===== src/hw/bpm_regs.vh =====
`ifndef BPM_REGS_VH
`define BPM_REGS_VH

// Software register offsets on the plain register port.
`define BPM_OFS_STATION 4'h0
`define BPM_OFS_INSTANCE 4'h4
`define BPM_OFS_STATUS 4'h8

// Status register fields.
`define BPM_ST_INVALID 0
`define BPM_ST_BUSY 1
`define BPM_ST_BAUD_LO 2
`define BPM_ST_BAUD_HI 3

// Reset values and station address limits.
`define BPM_STATION_RST 16'h270F
`define BPM_INSTANCE_RST 16'h0000
`define BPM_STATION_MAX 16'h007F

// Network value that stands for the drive's disabled code.
`define BPM_NET_DISABLED 16'h7FFF
`define BPM_DRV_DISABLED 16'h270F

// Point numbers.
`define BPM_PT_ENERGIZED 8'h1C
`define BPM_PT_OCCUPANCY 8'h1D
`define BPM_PT_RUN_HOURS 8'h1E
`define BPM_PT_LOAD 8'h1F
`define BPM_PT_ENERGY 8'h20
`define BPM_PT_SAVE_EFFECT 8'h21
`define BPM_PT_SAVED 8'h22
`define BPM_PT_SP_MON 8'h23
`define BPM_PT_MEAS 8'h24
`define BPM_PT_DEV 8'h25
`define BPM_PT_FAULT_RST 8'h26
`define BPM_PT_FWD 8'h27
`define BPM_PT_REV 8'h28
`define BPM_PT_CUR_SEL 8'h29
`define BPM_PT_LOW 8'h2A
`define BPM_PT_MID 8'h2B
`define BPM_PT_HIGH 8'h2C
`define BPM_PT_SECOND 8'h2D
`define BPM_PT_HALT 8'h2E
`define BPM_PT_MODE 8'h2F
`define BPM_PT_FREQ 8'h30
`define BPM_PT_ALARM 8'h31
`define BPM_PT_MIN_FREQ 8'h32
`define BPM_PT_ACCEL 8'h33
`define BPM_PT_DECEL 8'h34
`define BPM_PT_SKIP_LO 8'h35
`define BPM_PT_SKIP_HI 8'h36
`define BPM_PT_SP_CMD 8'h37
`define BPM_PT_OVERRIDE 8'h14
`define BPM_PT_ERROR 8'h63

// Drive holding registers.
`define BPM_MB_FAULT_RST 16'h0002
`define BPM_MB_TERMINALS 16'h0009
`define BPM_MB_MODE 16'h000A
`define BPM_MB_FREQ 16'h000E
`define BPM_MB_ENERGIZED 16'h00DC
`define BPM_MB_RUN_HOURS 16'h00DF
`define BPM_MB_LOAD 16'h00E0
`define BPM_MB_ENERGY 16'h00E1
`define BPM_MB_SAVE_EFFECT 16'h00FA
`define BPM_MB_SAVED 16'h00FB
`define BPM_MB_SP_MON 16'h00FC
`define BPM_MB_MEAS 16'h00FD
`define BPM_MB_DEV 16'h00FE
`define BPM_MB_ALARM 16'h01F5
`define BPM_MB_MIN_FREQ 16'h03EA
`define BPM_MB_ACCEL 16'h03EF
`define BPM_MB_DECEL 16'h03F0
`define BPM_MB_SKIP_LO 16'h0407
`define BPM_MB_SKIP_HI 16'h0408
`define BPM_MB_SP_CMD 16'h046D

// Terminal command bit positions in drive register 9.
`define BPM_BIT_FWD 4'h1
`define BPM_BIT_REV 4'h2
`define BPM_BIT_HIGH 4'h3
`define BPM_BIT_MID 4'h4
`define BPM_BIT_LOW 4'h5
`define BPM_BIT_SECOND 4'h7
`define BPM_BIT_CUR_SEL 4'h8
`define BPM_BIT_HALT 4'hA

// Clock and link rates.
`define BPM_CLK_HZ 50000000
`define BPM_OVERSAMPLE 16
`define BPM_BAUD_0 4800
`define BPM_BAUD_1 9600
`define BPM_BAUD_2 19200
`define BPM_BAUD_3 38400

`endif


===== src/hw/bpm_gateway.v =====
// Design decisions made here: the address-and-strobe port and the register offsets.
`timescale 1ns/100ps
`default_nettype none
`include "bpm_regs.vh"

module bpm_gateway
(
   input wire core_clk,
   input wire reset,
   input wire [3:0] reg_addr,
   input wire [15:0] reg_wdata,
   input wire reg_write,
   input wire reg_read,
   output reg [15:0] reg_rdata,
   input wire [1:0] baud_switch,
   output reg bit_tick_x16,
   output wire invalid_address,
   output wire [15:0] instance_number,
   output wire [6:0] station_address,
   input wire pt_req_valid,
   output wire pt_req_ready,
   input wire pt_req_write,
   input wire [7:0] pt_req_num,
   input wire [15:0] pt_req_value,
   output reg pt_ack,
   output reg pt_err,
   output reg [15:0] pt_rdata,
   output reg mb_req,
   output reg mb_write,
   output reg [15:0] mb_addr,
   output reg [15:0] mb_wdata,
   input wire mb_done,
   input wire [15:0] mb_rdata
);

   localparam ST_IDLE = 2'h0;
   localparam ST_WAIT = 2'h1;
   localparam ST_DONE = 2'h2;

   // Oversample divisors; a longest period rounds down.
   localparam integer DIV_FULL_0 = `BPM_CLK_HZ / (`BPM_OVERSAMPLE * `BPM_BAUD_0);
   localparam integer DIV_FULL_1 = `BPM_CLK_HZ / (`BPM_OVERSAMPLE * `BPM_BAUD_1);
   localparam integer DIV_FULL_2 = `BPM_CLK_HZ / (`BPM_OVERSAMPLE * `BPM_BAUD_2);
   localparam integer DIV_FULL_3 = `BPM_CLK_HZ / (`BPM_OVERSAMPLE * `BPM_BAUD_3);

   // Twelve bits hold the slowest rate's divisor with room to spare.
   localparam [11:0] DIV_0 = DIV_FULL_0[11:0];
   localparam [11:0] DIV_1 = DIV_FULL_1[11:0];
   localparam [11:0] DIV_2 = DIV_FULL_2[11:0];
   localparam [11:0] DIV_3 = DIV_FULL_3[11:0];

   // Maps a point number to {mapped, translated, terminal, drive register}.
   function [18:0] point_map;
      input [7:0] num;
      begin
         case (num)
            `BPM_PT_ENERGIZED: point_map = {3'b100, `BPM_MB_ENERGIZED};
            `BPM_PT_RUN_HOURS: point_map = {3'b100, `BPM_MB_RUN_HOURS};
            `BPM_PT_LOAD: point_map = {3'b100, `BPM_MB_LOAD};
            `BPM_PT_ENERGY: point_map = {3'b100, `BPM_MB_ENERGY};
            `BPM_PT_SAVE_EFFECT: point_map = {3'b100, `BPM_MB_SAVE_EFFECT};
            `BPM_PT_SAVED: point_map = {3'b100, `BPM_MB_SAVED};
            `BPM_PT_SP_MON: point_map = {3'b100, `BPM_MB_SP_MON};
            `BPM_PT_MEAS: point_map = {3'b100, `BPM_MB_MEAS};
            `BPM_PT_DEV: point_map = {3'b100, `BPM_MB_DEV};
            `BPM_PT_FAULT_RST: point_map = {3'b100, `BPM_MB_FAULT_RST};
            `BPM_PT_FWD,
            `BPM_PT_REV,
            `BPM_PT_CUR_SEL,
            `BPM_PT_LOW,
            `BPM_PT_MID,
            `BPM_PT_HIGH,
            `BPM_PT_SECOND,
            `BPM_PT_HALT: point_map = {3'b101, `BPM_MB_TERMINALS};
            `BPM_PT_MODE: point_map = {3'b100, `BPM_MB_MODE};
            `BPM_PT_FREQ: point_map = {3'b100, `BPM_MB_FREQ};
            `BPM_PT_ALARM: point_map = {3'b100, `BPM_MB_ALARM};
            `BPM_PT_MIN_FREQ: point_map = {3'b100, `BPM_MB_MIN_FREQ};
            `BPM_PT_ACCEL: point_map = {3'b100, `BPM_MB_ACCEL};
            `BPM_PT_DECEL: point_map = {3'b100, `BPM_MB_DECEL};
            `BPM_PT_SKIP_LO: point_map = {3'b110, `BPM_MB_SKIP_LO};
            `BPM_PT_SKIP_HI: point_map = {3'b110, `BPM_MB_SKIP_HI};
            `BPM_PT_SP_CMD: point_map = {3'b110, `BPM_MB_SP_CMD};
            default: point_map = {3'b000, 16'h0000};
         endcase
      end
   endfunction

   // Bit of drive register 9 that a terminal point drives.
   function [3:0] term_bit;
      input [7:0] num;
      begin
         case (num)
            `BPM_PT_FWD: term_bit = `BPM_BIT_FWD;
            `BPM_PT_REV: term_bit = `BPM_BIT_REV;
            `BPM_PT_CUR_SEL: term_bit = `BPM_BIT_CUR_SEL;
            `BPM_PT_SECOND: term_bit = `BPM_BIT_SECOND;
            `BPM_PT_HALT: term_bit = `BPM_BIT_HALT;
            `BPM_PT_LOW: term_bit = `BPM_BIT_LOW;
            `BPM_PT_MID: term_bit = `BPM_BIT_MID;
            `BPM_PT_HIGH: term_bit = `BPM_BIT_HIGH;
            default: term_bit = 4'h0;
         endcase
      end
   endfunction

   // One-hot mask of the register 9 bit that a terminal point drives.
   function [15:0] term_mask;
      input [7:0] num;
      begin
         term_mask = 16'h0001 << term_bit(num);
      end
   endfunction

   // Points that exist only so that older controllers see a full point list.
   function is_dummy;
      input [7:0] num;
      begin
         is_dummy = (num == `BPM_PT_OCCUPANCY) || (num == `BPM_PT_OVERRIDE) || (num == `BPM_PT_ERROR);
      end
   endfunction

   reg [1:0] state_reg;
   reg [15:0] station_reg;
   reg [15:0] instance_reg;
   reg [15:0] term_word_reg;
   reg xlate_reg;
   reg term_reg;
   reg [3:0] bit_reg;
   reg [1:0] baud_meta_reg;
   reg [1:0] baud_sync_reg;
   reg [11:0] div_cnt_reg;
   reg [11:0] div_sel;
   reg [15:0] status_word;
   wire [18:0] map;
   wire accept;
   wire [15:0] drive_value;
   wire [15:0] term_next;

   assign pt_req_ready = (state_reg == ST_IDLE);
   assign accept = pt_req_valid && pt_req_ready;
   assign map = point_map(pt_req_num);
   assign invalid_address = (station_reg > `BPM_STATION_MAX);
   assign station_address = station_reg[6:0];
   assign instance_number = instance_reg;

   // Network 327.67 stands for the drive's disabled or analog-input code.
   assign drive_value = (map[17] && pt_req_value == `BPM_NET_DISABLED) ? `BPM_DRV_DISABLED
                        : pt_req_value;

   // Any nonzero value sets a terminal; the other bits keep their last command.
   assign term_next = (pt_req_value != 16'h0000) ? (term_word_reg | term_mask(pt_req_num))
                      : (term_word_reg & ~term_mask(pt_req_num));

   always @(posedge core_clk)
   begin
      if (reset)
      begin
         state_reg <= ST_IDLE;
         term_word_reg <= 16'h0000;
         xlate_reg <= 1'b0;
         term_reg <= 1'b0;
         bit_reg <= 4'h0;
         mb_req <= 1'b0;
         mb_write <= 1'b0;
         mb_addr <= 16'h0000;
         mb_wdata <= 16'h0000;
         pt_ack <= 1'b0;
         pt_err <= 1'b0;
         pt_rdata <= 16'h0000;
      end
      else
      begin
         mb_req <= 1'b0;
         pt_ack <= 1'b0;
         case (state_reg)
            ST_IDLE:
            begin
               if (accept)
               begin
                  pt_err <= 1'b0;
                  pt_rdata <= 16'h0000;
                  xlate_reg <= map[17];
                  term_reg <= map[16];
                  bit_reg <= term_bit(pt_req_num);
                  if (map[18])
                  begin
                     // The drive acts on terminal bits only under network run/stop control.
                     mb_req <= 1'b1;
                     mb_write <= pt_req_write;
                     mb_addr <= map[15:0];
                     if (map[16] && pt_req_write)
                     begin
                        mb_wdata <= term_next;
                        term_word_reg <= term_next;
                     end
                     else
                     begin
                        mb_wdata <= drive_value;
                     end
                     state_reg <= ST_WAIT;
                  end
                  else
                  begin
                     // Dummy points answer at once; anything else is refused.
                     pt_err <= ~is_dummy(pt_req_num);
                     state_reg <= ST_DONE;
                  end
               end
            end
            ST_WAIT:
            begin
               if (mb_done)
               begin
                  if (mb_write)
                  begin
                     pt_rdata <= mb_wdata;
                  end
                  else if (term_reg)
                  begin
                     pt_rdata <= {15'h0000, mb_rdata[bit_reg]};
                  end
                  else if (xlate_reg && mb_rdata == `BPM_DRV_DISABLED)
                  begin
                     pt_rdata <= `BPM_NET_DISABLED;
                  end
                  else
                  begin
                     pt_rdata <= mb_rdata;
                  end
                  state_reg <= ST_DONE;
               end
            end
            ST_DONE:
            begin
               pt_ack <= 1'b1;
               state_reg <= ST_IDLE;
            end
            default:
            begin
               state_reg <= ST_IDLE;
            end
         endcase
      end
   end

   // Register port; reads answer in the following cycle.
   always @(posedge core_clk)
   begin
      if (reset)
      begin
         station_reg <= `BPM_STATION_RST;
         instance_reg <= `BPM_INSTANCE_RST;
         reg_rdata <= 16'h0000;
      end
      else
      begin
         if (reg_write && reg_addr == `BPM_OFS_STATION)
         begin
            station_reg <= reg_wdata;
         end
         if (reg_write && reg_addr == `BPM_OFS_INSTANCE)
         begin
            instance_reg <= reg_wdata;
         end
         reg_rdata <= 16'h0000;
         if (reg_read)
         begin
            case (reg_addr)
               `BPM_OFS_STATION: reg_rdata <= station_reg;
               `BPM_OFS_INSTANCE: reg_rdata <= instance_reg;
               `BPM_OFS_STATUS: reg_rdata <= status_word;
               default: reg_rdata <= 16'h0000;
            endcase
         end
      end
   end

   // Status fields sit where the field macros place them, so software and logic agree.
   always @*
   begin
      status_word = 16'h0000;
      status_word[`BPM_ST_INVALID] = invalid_address;
      status_word[`BPM_ST_BUSY] = ~pt_req_ready;
      status_word[`BPM_ST_BAUD_HI:`BPM_ST_BAUD_LO] = baud_sync_reg;
   end

   // The switches are asynchronous, so they pass two flip-flops first.
   always @(posedge core_clk)
   begin
      if (reset)
      begin
         baud_meta_reg <= 2'h0;
         baud_sync_reg <= 2'h0;
      end
      else
      begin
         baud_meta_reg <= baud_switch;
         baud_sync_reg <= baud_meta_reg;
      end
   end

   always @*
   begin
      case (baud_sync_reg)
         2'h0: div_sel = DIV_0;
         2'h1: div_sel = DIV_1;
         2'h2: div_sel = DIV_2;
         2'h3: div_sel = DIV_3;
         default: div_sel = DIV_1;
      endcase
   end

   // A switch change applies to the running count at once; a count already past the new limit wraps on the next cycle.
   always @(posedge core_clk)
   begin
      if (reset)
      begin
         div_cnt_reg <= 12'h000;
         bit_tick_x16 <= 1'b0;
      end
      else if (div_cnt_reg >= div_sel - 12'h001)
      begin
         div_cnt_reg <= 12'h000;
         bit_tick_x16 <= 1'b1;
      end
      else
      begin
         div_cnt_reg <= div_cnt_reg + 12'h001;
         bit_tick_x16 <= 1'b0;
      end
   end

endmodule // bpm_gateway
`default_nettype wire


===== config.mk =====
export PLATFORM = sky130hd
export DESIGN_NAME = bpm_gateway
export DESIGN_NICKNAME = d
export VERILOG_FILES = /design/src/hw/bpm_gateway.v
export VERILOG_INCLUDE_DIRS = /design/src /design/src/hw
export SDC_FILE = /design/constraint.sdc
export NUM_CORES = 1
export LEC_CHECK = 0
export BUFFER_PORTS_ARGS = -buffer_cell sky130_fd_sc_hd__buf_2
export CAP_MARGIN = 25
export CORE_MARGIN = 2
export CORE_UTILIZATION = 51
export CTS_BUF_LIST = sky130_fd_sc_hd__clkbuf_8
export CTS_CLUSTER_SIZE = 25
export DETAILED_ROUTE_END_ITERATION = 10
export PLACE_DENSITY = 0.86
export SKIP_CTS_REPAIR_TIMING = 1
export SYNTH_ARGS = -nofsm -noshare
export SYNTH_HDL_FRONTEND = slang
export SYNTH_SLANG_ARGS = --single-unit

===== constraint.sdc =====
create_clock -name core_clk -period 2.2 [get_ports core_clk]
set_input_delay 0.11 -clock core_clk [delete_from_list [all_inputs] [get_ports core_clk]]
set_output_delay 0.11 -clock core_clk [all_outputs]
set_load 0.05 [all_outputs]

==> results of run 1 <==
-- layout make-up --
class,instances,area [um^2]
clock buffer,21,289
tap,176,220
clock inverter,11,129
timing repair buffer,248,1610
multi-input combinational,617,3950
fill,1046,4250
inverter,18,70.1
sequential,136,2730
-- kinds of logic (layout without fill, tap and decap cells) --
kind of cell             count (synthesis)  count (layout)  synth area share
multiplexers                            30              30            0.0514
AO/OA/AOI/OAI                          195             195             0.187
XOR/XNOR                                 9               9            0.0114
buffers and inverters                   88             298            0.0570
other                                    1               6          0.000542
adder cells (fa/ha/maj)                 26              26            0.0470
AND/OR/NAND/NOR                        351             351             0.252
flip-flops                             136             136             0.393
-- cell usage in the layout (no fill, tap or decap), types with 5 or more instances in the layout --
master | synthesis | final
a211oi_1 | 8 | 7
a21oi_1 | 65 | 65
a22o_1 | 8 | 8
a22oi_1 | 33 | 33
a31oi_1 | 9 | 9
and3_1 | 5 | 5
buf_2 | 9 | 157
buf_4 | 14 | 45
clkbuf_8 | 0 | 21
conb_1 | 1 | 6
dfxtp_1 | 136 | 134
dlygate4sd3_1 | 0 | 41
ha_1 | 26 | 20
inv_1 | 18 | 18
mux2i_1 | 22 | 22
nand2_1 | 120 | 120
nand2b_1 | 11 | 11
nand3_1 | 26 | 26
nand3b_1 | 5 | 5
nand4_1 | 10 | 10
nor2_1 | 68 | 67
nor2b_1 | 11 | 11
nor3_1 | 38 | 29
nor3_2 | 0 | 8
nor4_1 | 14 | 13
nor4b_1 | 5 | 5
o211ai_1 | 8 | 8
o21ai_0 | 32 | 30
or2_2 | 5 | 5
xor2_1 | 6 | 6
-- power by group through the flow --
stage	Sequential, mW	Combinational, mW	Clock (mW)
2_1_floorplan	2.65	0.336	0
3_3_place_gp	2.58	0.630	0
3_5_place_dp	2.58	0.640	0
4_1_cts	2.52	0.642	2.18
5_1_grt	2.53	0.785	2.29
6_report	2.52	0.740	2.17
-- worst paths after layout --
kind,slack (ns),startpoint,end
setup reg to reg,-0.18,baud_sync_reg[1],bit_tick_x16
hold reg to reg,0.44,baud_meta_reg[1],baud_sync_reg[1]
setup / recovery,-0.18,baud_sync_reg[1],bit_tick_x16
hold / removal,0.03,pt_req_value[2],mb_wdata[2]
-- critical path, delay by kind of cell, from the launching register on --
kind	cells	cell delay (ns)
buffers and inverters	3	0.28
flip-flops	1	0.40
AO/OA/AOI/OAI	6	0.96
AND/OR/NAND/NOR	1	0.15
adder cells (fa/ha/maj)	2	0.49
-- routing by layer --
layer  track usage  wire [um]  up-vias
met5             0          0        -
met4        0.0996        982        0
met3        0.0580       1650       85
met2         0.430      10200      412
met1         0.355       8980     3337
li1              -          -     3391
-- stage by stage --
stage           util  TNS, ns  instance area, um^2  instances  total power, mW
2_1_floorplan      -        0                 6940        841             2.98
3_3_place_gp   0.604   -0.325                 8000       1150             3.21
3_5_place_dp   0.604    -1.84                 8000       1150             3.22
4_1_cts        0.635    -2.36                 8410       1182             5.34
5_1_grt        0.679    -2.33                 9000       1227             5.60
6_report       0.679    -1.41                 9000       1227             5.44
==> metrics, run 1 <==
CP max stage cell=dfxtp_4; power share of the sequential group=0.464; final hold vios=0; Worst Path Arrival=2.74 ns; hold_ws=0.0254 ns; Port Buffer Count=157; first-pass GRT wire length=31,000 um; antenna cells=0; Synth Warn #=0; Initial Utilization=0.522; insertion delay to the later sink of the worst-skew pair=0.46 ns; initial antenna violation count=0; clock power share=0.399; Slew @ Worst Pin=0.703 ns; switching power=1.45 mW; CP Capture Type=flip-flop; Seq/Total Area, Yosys=0.393; TritonCTS clock tree=done; worst hold-check path type=in -> reg; Achievable Freq=420 MHz; Vias per Instance=5.89; Post-Synthesis Cells=836; Top Ports=163; Sw Share=0.266; RD Place Congestion=0.988; Yosys cell types=67; CTS Buf Count=17; Avg Cell Area, Syn=8.28 um^2; die area=0.0145 mm^2; Post-DRT Antenna Nets=0; power per cell area=604 mW/mm^2; Placeable Area=0.0132 mm^2; setup violators final=12; Req. time, crit path=2.56 ns; DRT iter0 DRCs=785; R2R depth=12; Synth Flop Type=dfxtp_1; unrepaired setup endpoints after global routing=true; row count=42; DP Worst Slack=-0.215 ns; post-synthesis register bit count=136; Root Driver=clkbuf_8; status=complete, but fails checks; count leader, synth=dfxtp_1; Final Slew Violations=0; H-tree depth=4; Synth top area share=0.393; Max-Cap Viols=0; Final nets=1,133; Synth Cell Area=0.00692 mm^2; post-route setup slack=-0.181 ns; leakage power=3.69 nW; failing checks=setup timing; largest cells by area after synthesis=dfxtp_1, nand2_1, a21oi_1, ha_1, nor2_1; drt total wl=21,800 um; clk slew on worst S/H paths=0.08 ns; Worst path max stage delay=0.40 ns; DIE HEIGHT=120 um; dpl hpwl=14,600 um; GRT overflow=0; # DRC=0; WL per Instance=17.8 um; Tmin final=2.38 ns; worst vdd ir=0.373 mV; Pre-antenna DRT Iters=7; Synth async-reset ratio=0; Tot GR Track Use=0.268; worst path cell trace=inv_2, ha_4, inv_2, o211ai_1, a32oi_1, ha_2, o21a_1, o21a_1, o21ai_2, o21ai_2, buf_6, and2_1; combinational power share=0.136; Tcrit/Tclk final=1.08; synth-to-layout area growth=30.0%; largest net degree at the start of global routing=62; max_slew headroom=0.532; Die Wd=120 um; worst hold stages=3; CP Max Fanout=6; Setup crit start kind=flip-flop; EDFF count, synth=0; layout cells sized above 1=0.269; Internal=3.99 mW; post-synth top area cell=dfxtp_1; WS Path Type=reg -> reg; clk sinks=136; vias in the first global route=6,197; Via Count=7,225; Worst Skew=0.0149 ns; clk buf depth=2; commonest cells in the netlist=dfxtp_1, nand2_1, nor2_1, a21oi_1, clkbuf_1
(Power assumes the default switching activity.)
==> run 2, diff against run 1 <==
--- a/config.mk
+++ b/config.mk
@@ -6,11 +6,12 @@
 export SDC_FILE = /design/constraint.sdc
 export NUM_CORES = 1
 export LEC_CHECK = 0
+export ABC_AREA = 1
 export BUFFER_PORTS_ARGS = -buffer_cell sky130_fd_sc_hd__buf_2
 export CAP_MARGIN = 25
 export CORE_MARGIN = 2
 export CORE_UTILIZATION = 51
-export CTS_BUF_LIST = sky130_fd_sc_hd__clkbuf_8
+export CTS_BUF_LIST = sky130_fd_sc_hd__clkbuf_2 sky130_fd_sc_hd__clkbuf_4 sky130_fd_sc_hd__clkbuf_8
 export CTS_CLUSTER_SIZE = 25
 export DETAILED_ROUTE_END_ITERATION = 10
 export PLACE_DENSITY = 0.86
==> metrics, run 2 <==
top routing layer in use=met5; hold_ws=-0.00965 ns; most frequent cells in the layout=nand2_1, buf_2, dfxtp_1, inv_1, a21oi_1; Post-DRT Antenna Nets=0; power per cell area=632 mW/mm^2; xor and xnor area share after synthesis=0.00995; clk sinks=136; final std cell area, no fill=0.00879 mm^2; compound-gate portion of the synthesized area=0.137; Worst Path Arrival=2.64 ns; count leader, synth=nand2_1; post-synth top area cell=dfxtp_1; vias in the first global route=6,769; Yosys cell types=43; H-tree depth=4; Setup crit start kind=flip-flop; Synth async-reset ratio=0; leakage power=4.15 nW; first-pass GRT wire length=31,900 um; Post-Synthesis Cells=1,026; Tcrit/Tclk final=1.02; die area=0.0148 mm^2; Port Buffer Count=157; layout cells sized above 1=0.218; post-synthesis mux area share=0; Die Wd=122 um; Vias per Instance=5.36; EDFF count, synth=0; largest net degree at the start of global routing=83; Slew @ Worst Pin=1.11 ns; WL per Instance=14.7 um; drt total wl=20,500 um; DP Worst Slack=-0.110 ns; worst hold-check path type=in -> reg; # DRC=0; post-route setup slack=-0.0468 ns; largest family of logic cells by synthesized area=simple AND/OR/NAND/NOR gates; Seq/Total Area, Yosys=0.387; insertion delay to the later sink of the worst-skew pair=0.46 ns; met3 WL post-DR=1740 um; post-synthesis register bit count=136; DIE HEIGHT=122 um; Synth top area share=0.387; worst vdd ir=0.340 mV; WS Path Type=reg -> reg; Final Slew Violations=0; Root Driver=clkbuf_8; TritonCTS clock tree=done; final hold vios=2; CP Max Fanout=6; clk slew on worst S/H paths=0.07 ns; GRT overflow=0; Req. time, crit path=2.59 ns; Achievable Freq=445 MHz; CTS Buf Count=17; Placed Area=0.00800 mm^2; Top Ports=163; Avg Cell Area, Syn=6.86 um^2; commonest cells in the netlist=nand2_1, dfxtp_1, inv_1, a21oi_1, nand3_1; Worst Skew=0.00928 ns; Tot GR Track Use=0.270; Initial Utilization=0.528; wl on met1=8200 um; total power=5.56 mW; setup violators final=8; max_slew headroom=0.255; Placeable Area=0.0133 mm^2; Post-Synth Simple-Gate Area=0.313; Synth Cell Area=0.00704 mm^2; DRT iter0 DRCs=718; commonest non-fill, non-tap cell in the layout=nand2_1; CP Capture Type=flip-flop; Tmin final=2.25 ns; Max-Cap Viols=0; Synth Warn #=0; RD Place Congestion=0.919; clk buf depth=2; Synth Flop Type=dfxtp_1; unrepaired setup endpoints after global routing=true; largest cells by area after synthesis=dfxtp_1, nand2_1, a21oi_1, inv_1, nand3_1; Setup TNS Final=-0.201 ns; Pre-antenna DRT Iters=5; Post-Synth Adder-Cell Area=0.0462; synth-to-layout area growth=24.8%; Final nets=1,299; WL met2=10,000 um; Via Count=7,489; status=complete, but fails checks; row count=42; initial antenna violation count=3; failing checks=hold timing, setup timing; dpl hpwl=14,600 um
## run 2: cell count changes in the layout (fill, tap and decap cells not counted), sizes merged, moves of 13 or more
cell | previous run | this run
nand2 | 120 | 286
inv | 21 | 127
nand3 | 26 | 77
a21oi | 65 | 109
a22oi | 33 | 0
buf | 207 | 184
mux2i | 22 | 0
dlygate4sd3 | 41 | 21
nor3 | 38 | 18
nand4 | 11 | 29
o21ai | 32 | 49
nor4 | 14 | 1
## run 2: final cells by class
class,instances,area (um^2)
multi-input combinational,716,3660
clock inverter,10,166
tap,176,220
inverter,128,483
sequential,136,2730
antenna,3,7.51
timing repair buffer,205,1220
clock buffer,22,297
fill,1173,4560
## run 2: metal layers
metal,GRT usage,up-vias
met2,0.461,366
met1,0.330,3385
met3,0.0597,54
met5,0,-
met4,0.106,2
li1,-,3682
## run 2: metrics by stage
stage	utilization	instances	hold slack, ns
after floorplan	-	1031	0.217
after global placement	0.599	1338	0.329
after detailed placement	0.599	1338	0.324
after CTS	0.634	1370	-0.139
after global routing	0.658	1393	0.00689
final	0.659	1396	-0.00965
## run 2: cells by family (layout without fill, tap and decap cells)
group / count (synthesis) / in the layout
compound gates: 180 / 180
xor+xnor: 8 / 8
fa+ha+maj: 26 / 26
buf+inv: 179 / 365
flops: 136 / 136
other cells: 1 / 9
simple gates: 496 / 496
## run 2: final timing paths
| check | startpoint | to | slack (ns) | depth (start not counted) |
|---|---|---|---|---|
| setup / recovery | baud_sync_reg[0] | div_cnt_reg[1] | -0.05 | 12 |
| hold / removal | reset | reg_rdata[0] | -0.01 | 4 |
| setup reg to reg | baud_sync_reg[0] | div_cnt_reg[1] | -0.05 | 12 |
| hold reg to reg | baud_meta_reg[1] | baud_sync_reg[1] | 0.41 | 2 |
## run 2: critical path, stage by stage (launching register included)
cell	delay (ns)
dfxtp_4	0.37
buf_6	0.12
ha_4	0.16
nor3_4	0.19
nor3_2	0.07
xor2_1	0.15
ha_1	0.31
nand2_1	0.09
o21ai_1	0.07
a21oi_1	0.18
nand4_1	0.17
buf_6	0.19
nor2_1	0.10
## run 2: where the power goes
part	leakage, nW	total [mW]	switching, mW	internal, mW
clock network	0.229	2.36	0.987	1.37
registers	1.10	2.53	0.0347	2.50
logic	2.82	0.665	0.448	0.218
total	4.15	5.56	1.47	4.09
==> run 3, diff against run 2 <==
--- a/config.mk
+++ b/config.mk
@@ -10,11 +10,11 @@
 export BUFFER_PORTS_ARGS = -buffer_cell sky130_fd_sc_hd__buf_2
 export CAP_MARGIN = 25
 export CORE_MARGIN = 2
-export CORE_UTILIZATION = 51
+export CORE_UTILIZATION = 45
 export CTS_BUF_LIST = sky130_fd_sc_hd__clkbuf_2 sky130_fd_sc_hd__clkbuf_4 sky130_fd_sc_hd__clkbuf_8
 export CTS_CLUSTER_SIZE = 25
 export DETAILED_ROUTE_END_ITERATION = 10
-export PLACE_DENSITY = 0.86
+export PLACE_DENSITY = 0.78
 export SKIP_CTS_REPAIR_TIMING = 1
 export SYNTH_ARGS = -nofsm -noshare
 export SYNTH_HDL_FRONTEND = slang
==> metrics, run 3 (synthesis results as in run 2) <==
DIE HEIGHT=129 um; area occupied by multi-input gates=0.00368 mm^2; drt total wl=20,100 um; Port Buffer Count=157; antenna cells=0; insertion delay to the later sink of the worst-skew pair=0.44 ns; Worst Skew=0.0109 ns; clk slew on worst S/H paths=0.08 ns; GRT overflow=0; Internal=3.82 mW; clock power share=0.385; final hold vios=0; Final nets=1,302; commonest non-fill, non-tap cell in the layout=nand2_1; clk buf depth=2; Setup crit start kind=flip-flop; Max-Cap Viols=0; dpl hpwl=14,600 um; CTS Buf Count=17; clk sinks=136; hold_ws=0.0137 ns; Slew @ Worst Pin=0.539 ns; R2R Path Start=baud_sync_reg[0]; DP Cell Count=1,372; WS Path Type=reg -> reg; start point of the worst hold path=pt_req_value[3]; Placeable Area=0.0153 mm^2; TritonCTS clock tree=done; Final Slew Violations=0; vias in the first global route=6,576; row count=45; Tmin final=2.19 ns; status=finished, final reports clean; initial antenna violation count=0; synth-to-layout area growth=24.8%; Initial Utilization=0.462; Top Ports=163; R2R depth=12; Die Wd=129 um; largest net degree at the start of global routing=83; Fillers=1,472; # DRC=0; register-to-register setup slack=0.01 ns; max_slew headroom=0.638; combinational power share=0.128; r2r endpoint=div_cnt_reg[4]; RD Place Congestion=0.893; DRT iter0 DRCs=488; FF/Latch Area=0.00273 mm^2; total power=5.22 mW; power per cell area=594 mW/mm^2; Root Driver=clkbuf_8; worst hold-check path type=in -> reg; Via Count=7,327; layout cells sized above 1=0.221; Post-DRT Antenna Nets=0; WL per Instance=14.1 um; switching power=1.40 mW; first-pass GRT wire length=31,200 um; unrepaired setup endpoints after global routing=true; Req. time, crit path=2.57 ns; setup violators final=0; Pre-antenna DRT Iters=5; fin util=0.576; Tot GR Track Use=0.233; Tcrit/Tclk final=0.995; H-tree depth=4; worst hold stages=5; CP Capture Type=flip-flop; Non-Filler Instances=1,430; power share of the sequential group=0.486; CP Max Fanout=6; die area=0.0167 mm^2; Worst Path Arrival=2.56 ns; Vias per Instance=5.12; leakage power=4.13 nW; worst vdd ir=0.345 mV; most frequent cells in the layout=nand2_1, buf_2, dfxtp_1, inv_1, a21oi_1; Sw Share=0.269; Worst Hold End=mb_wdata[3]; Achievable Freq=457 MHz
==> run 3: final cells by class <==
cell class / instances / area share
timing repair buffer: 208 / 0.141
clock buffer: 25 / 0.0377
inverter: 128 / 0.0550
tap: 211 / 0.0300
multi-input combinational: 716 / 0.418
sequential: 136 / 0.310
clock inverter: 6 / 0.00726
==> run 3: routing by layer <==
metal  vias up  global-route usage  share of wire
met1      3322               0.296           0.43
met5         -                   0              0
li1       3682                   -              -
met2       290               0.398           0.49
met3        33              0.0413          0.068
met4         0              0.0812          0.016
==> run 3: critical path, cell delays in order (launching register included) <==
cell	delay, ns
dfxtp_2	0.37
inv_2	0.08
ha_4	0.17
nor3_2	0.19
nor3_2	0.06
xor2_1	0.16
ha_1	0.31
nand2_2	0.10
o21ai_2	0.07
a21oi_2	0.17
nand4_1	0.14
buf_6	0.18
nor3_2	0.14
==> run 3: worst max-delay path by stage <==
| stage | from | endpoint | slack (ns) | cells past startpoint |
|---|---|---|---|---|
| 3_3_place_gp | baud_sync_reg[1] | div_cnt_reg[4] | 0.05 | 12 |
| 6_report | baud_sync_reg[0] | div_cnt_reg[4] | 0.01 | 12 |
| 4_1_cts | baud_sync_reg[1] | div_cnt_reg[4] | -0.01 | 12 |
| 3_5_place_dp | baud_sync_reg[1] | div_cnt_reg[4] | -0.006 | 12 |
| 2_1_floorplan | baud_sync_reg[0] | div_cnt_reg[6] | 0.06 | 12 |
| 5_1_grt | baud_sync_reg[0] | div_cnt_reg[4] | -0.08 | 12 |
==> run 3: power groups by stage <==
stage / registers [mW] / clock network, mW / logic [mW]
after global placement: 2.59 / 0 / 0.608
final: 2.54 / 2.01 / 0.670
after CTS: 2.54 / 2.04 / 0.616
after floorplan: 2.65 / 0 / 0.348
after global routing: 2.54 / 2.16 / 0.736
after detailed placement: 2.59 / 0 / 0.613
==> run 3: through the flow <==
stage          cell area, um^2  worst slack (ns)  setup TNS, ns
6_report                  8790            0.0106              0
5_1_grt                   8790           -0.0759         -0.364
4_1_cts                   8430           -0.0149        -0.0263
3_5_place_dp              8030          -0.00570       -0.00681
3_3_place_gp              8030            0.0530              0
2_1_floorplan             7060            0.0604              0
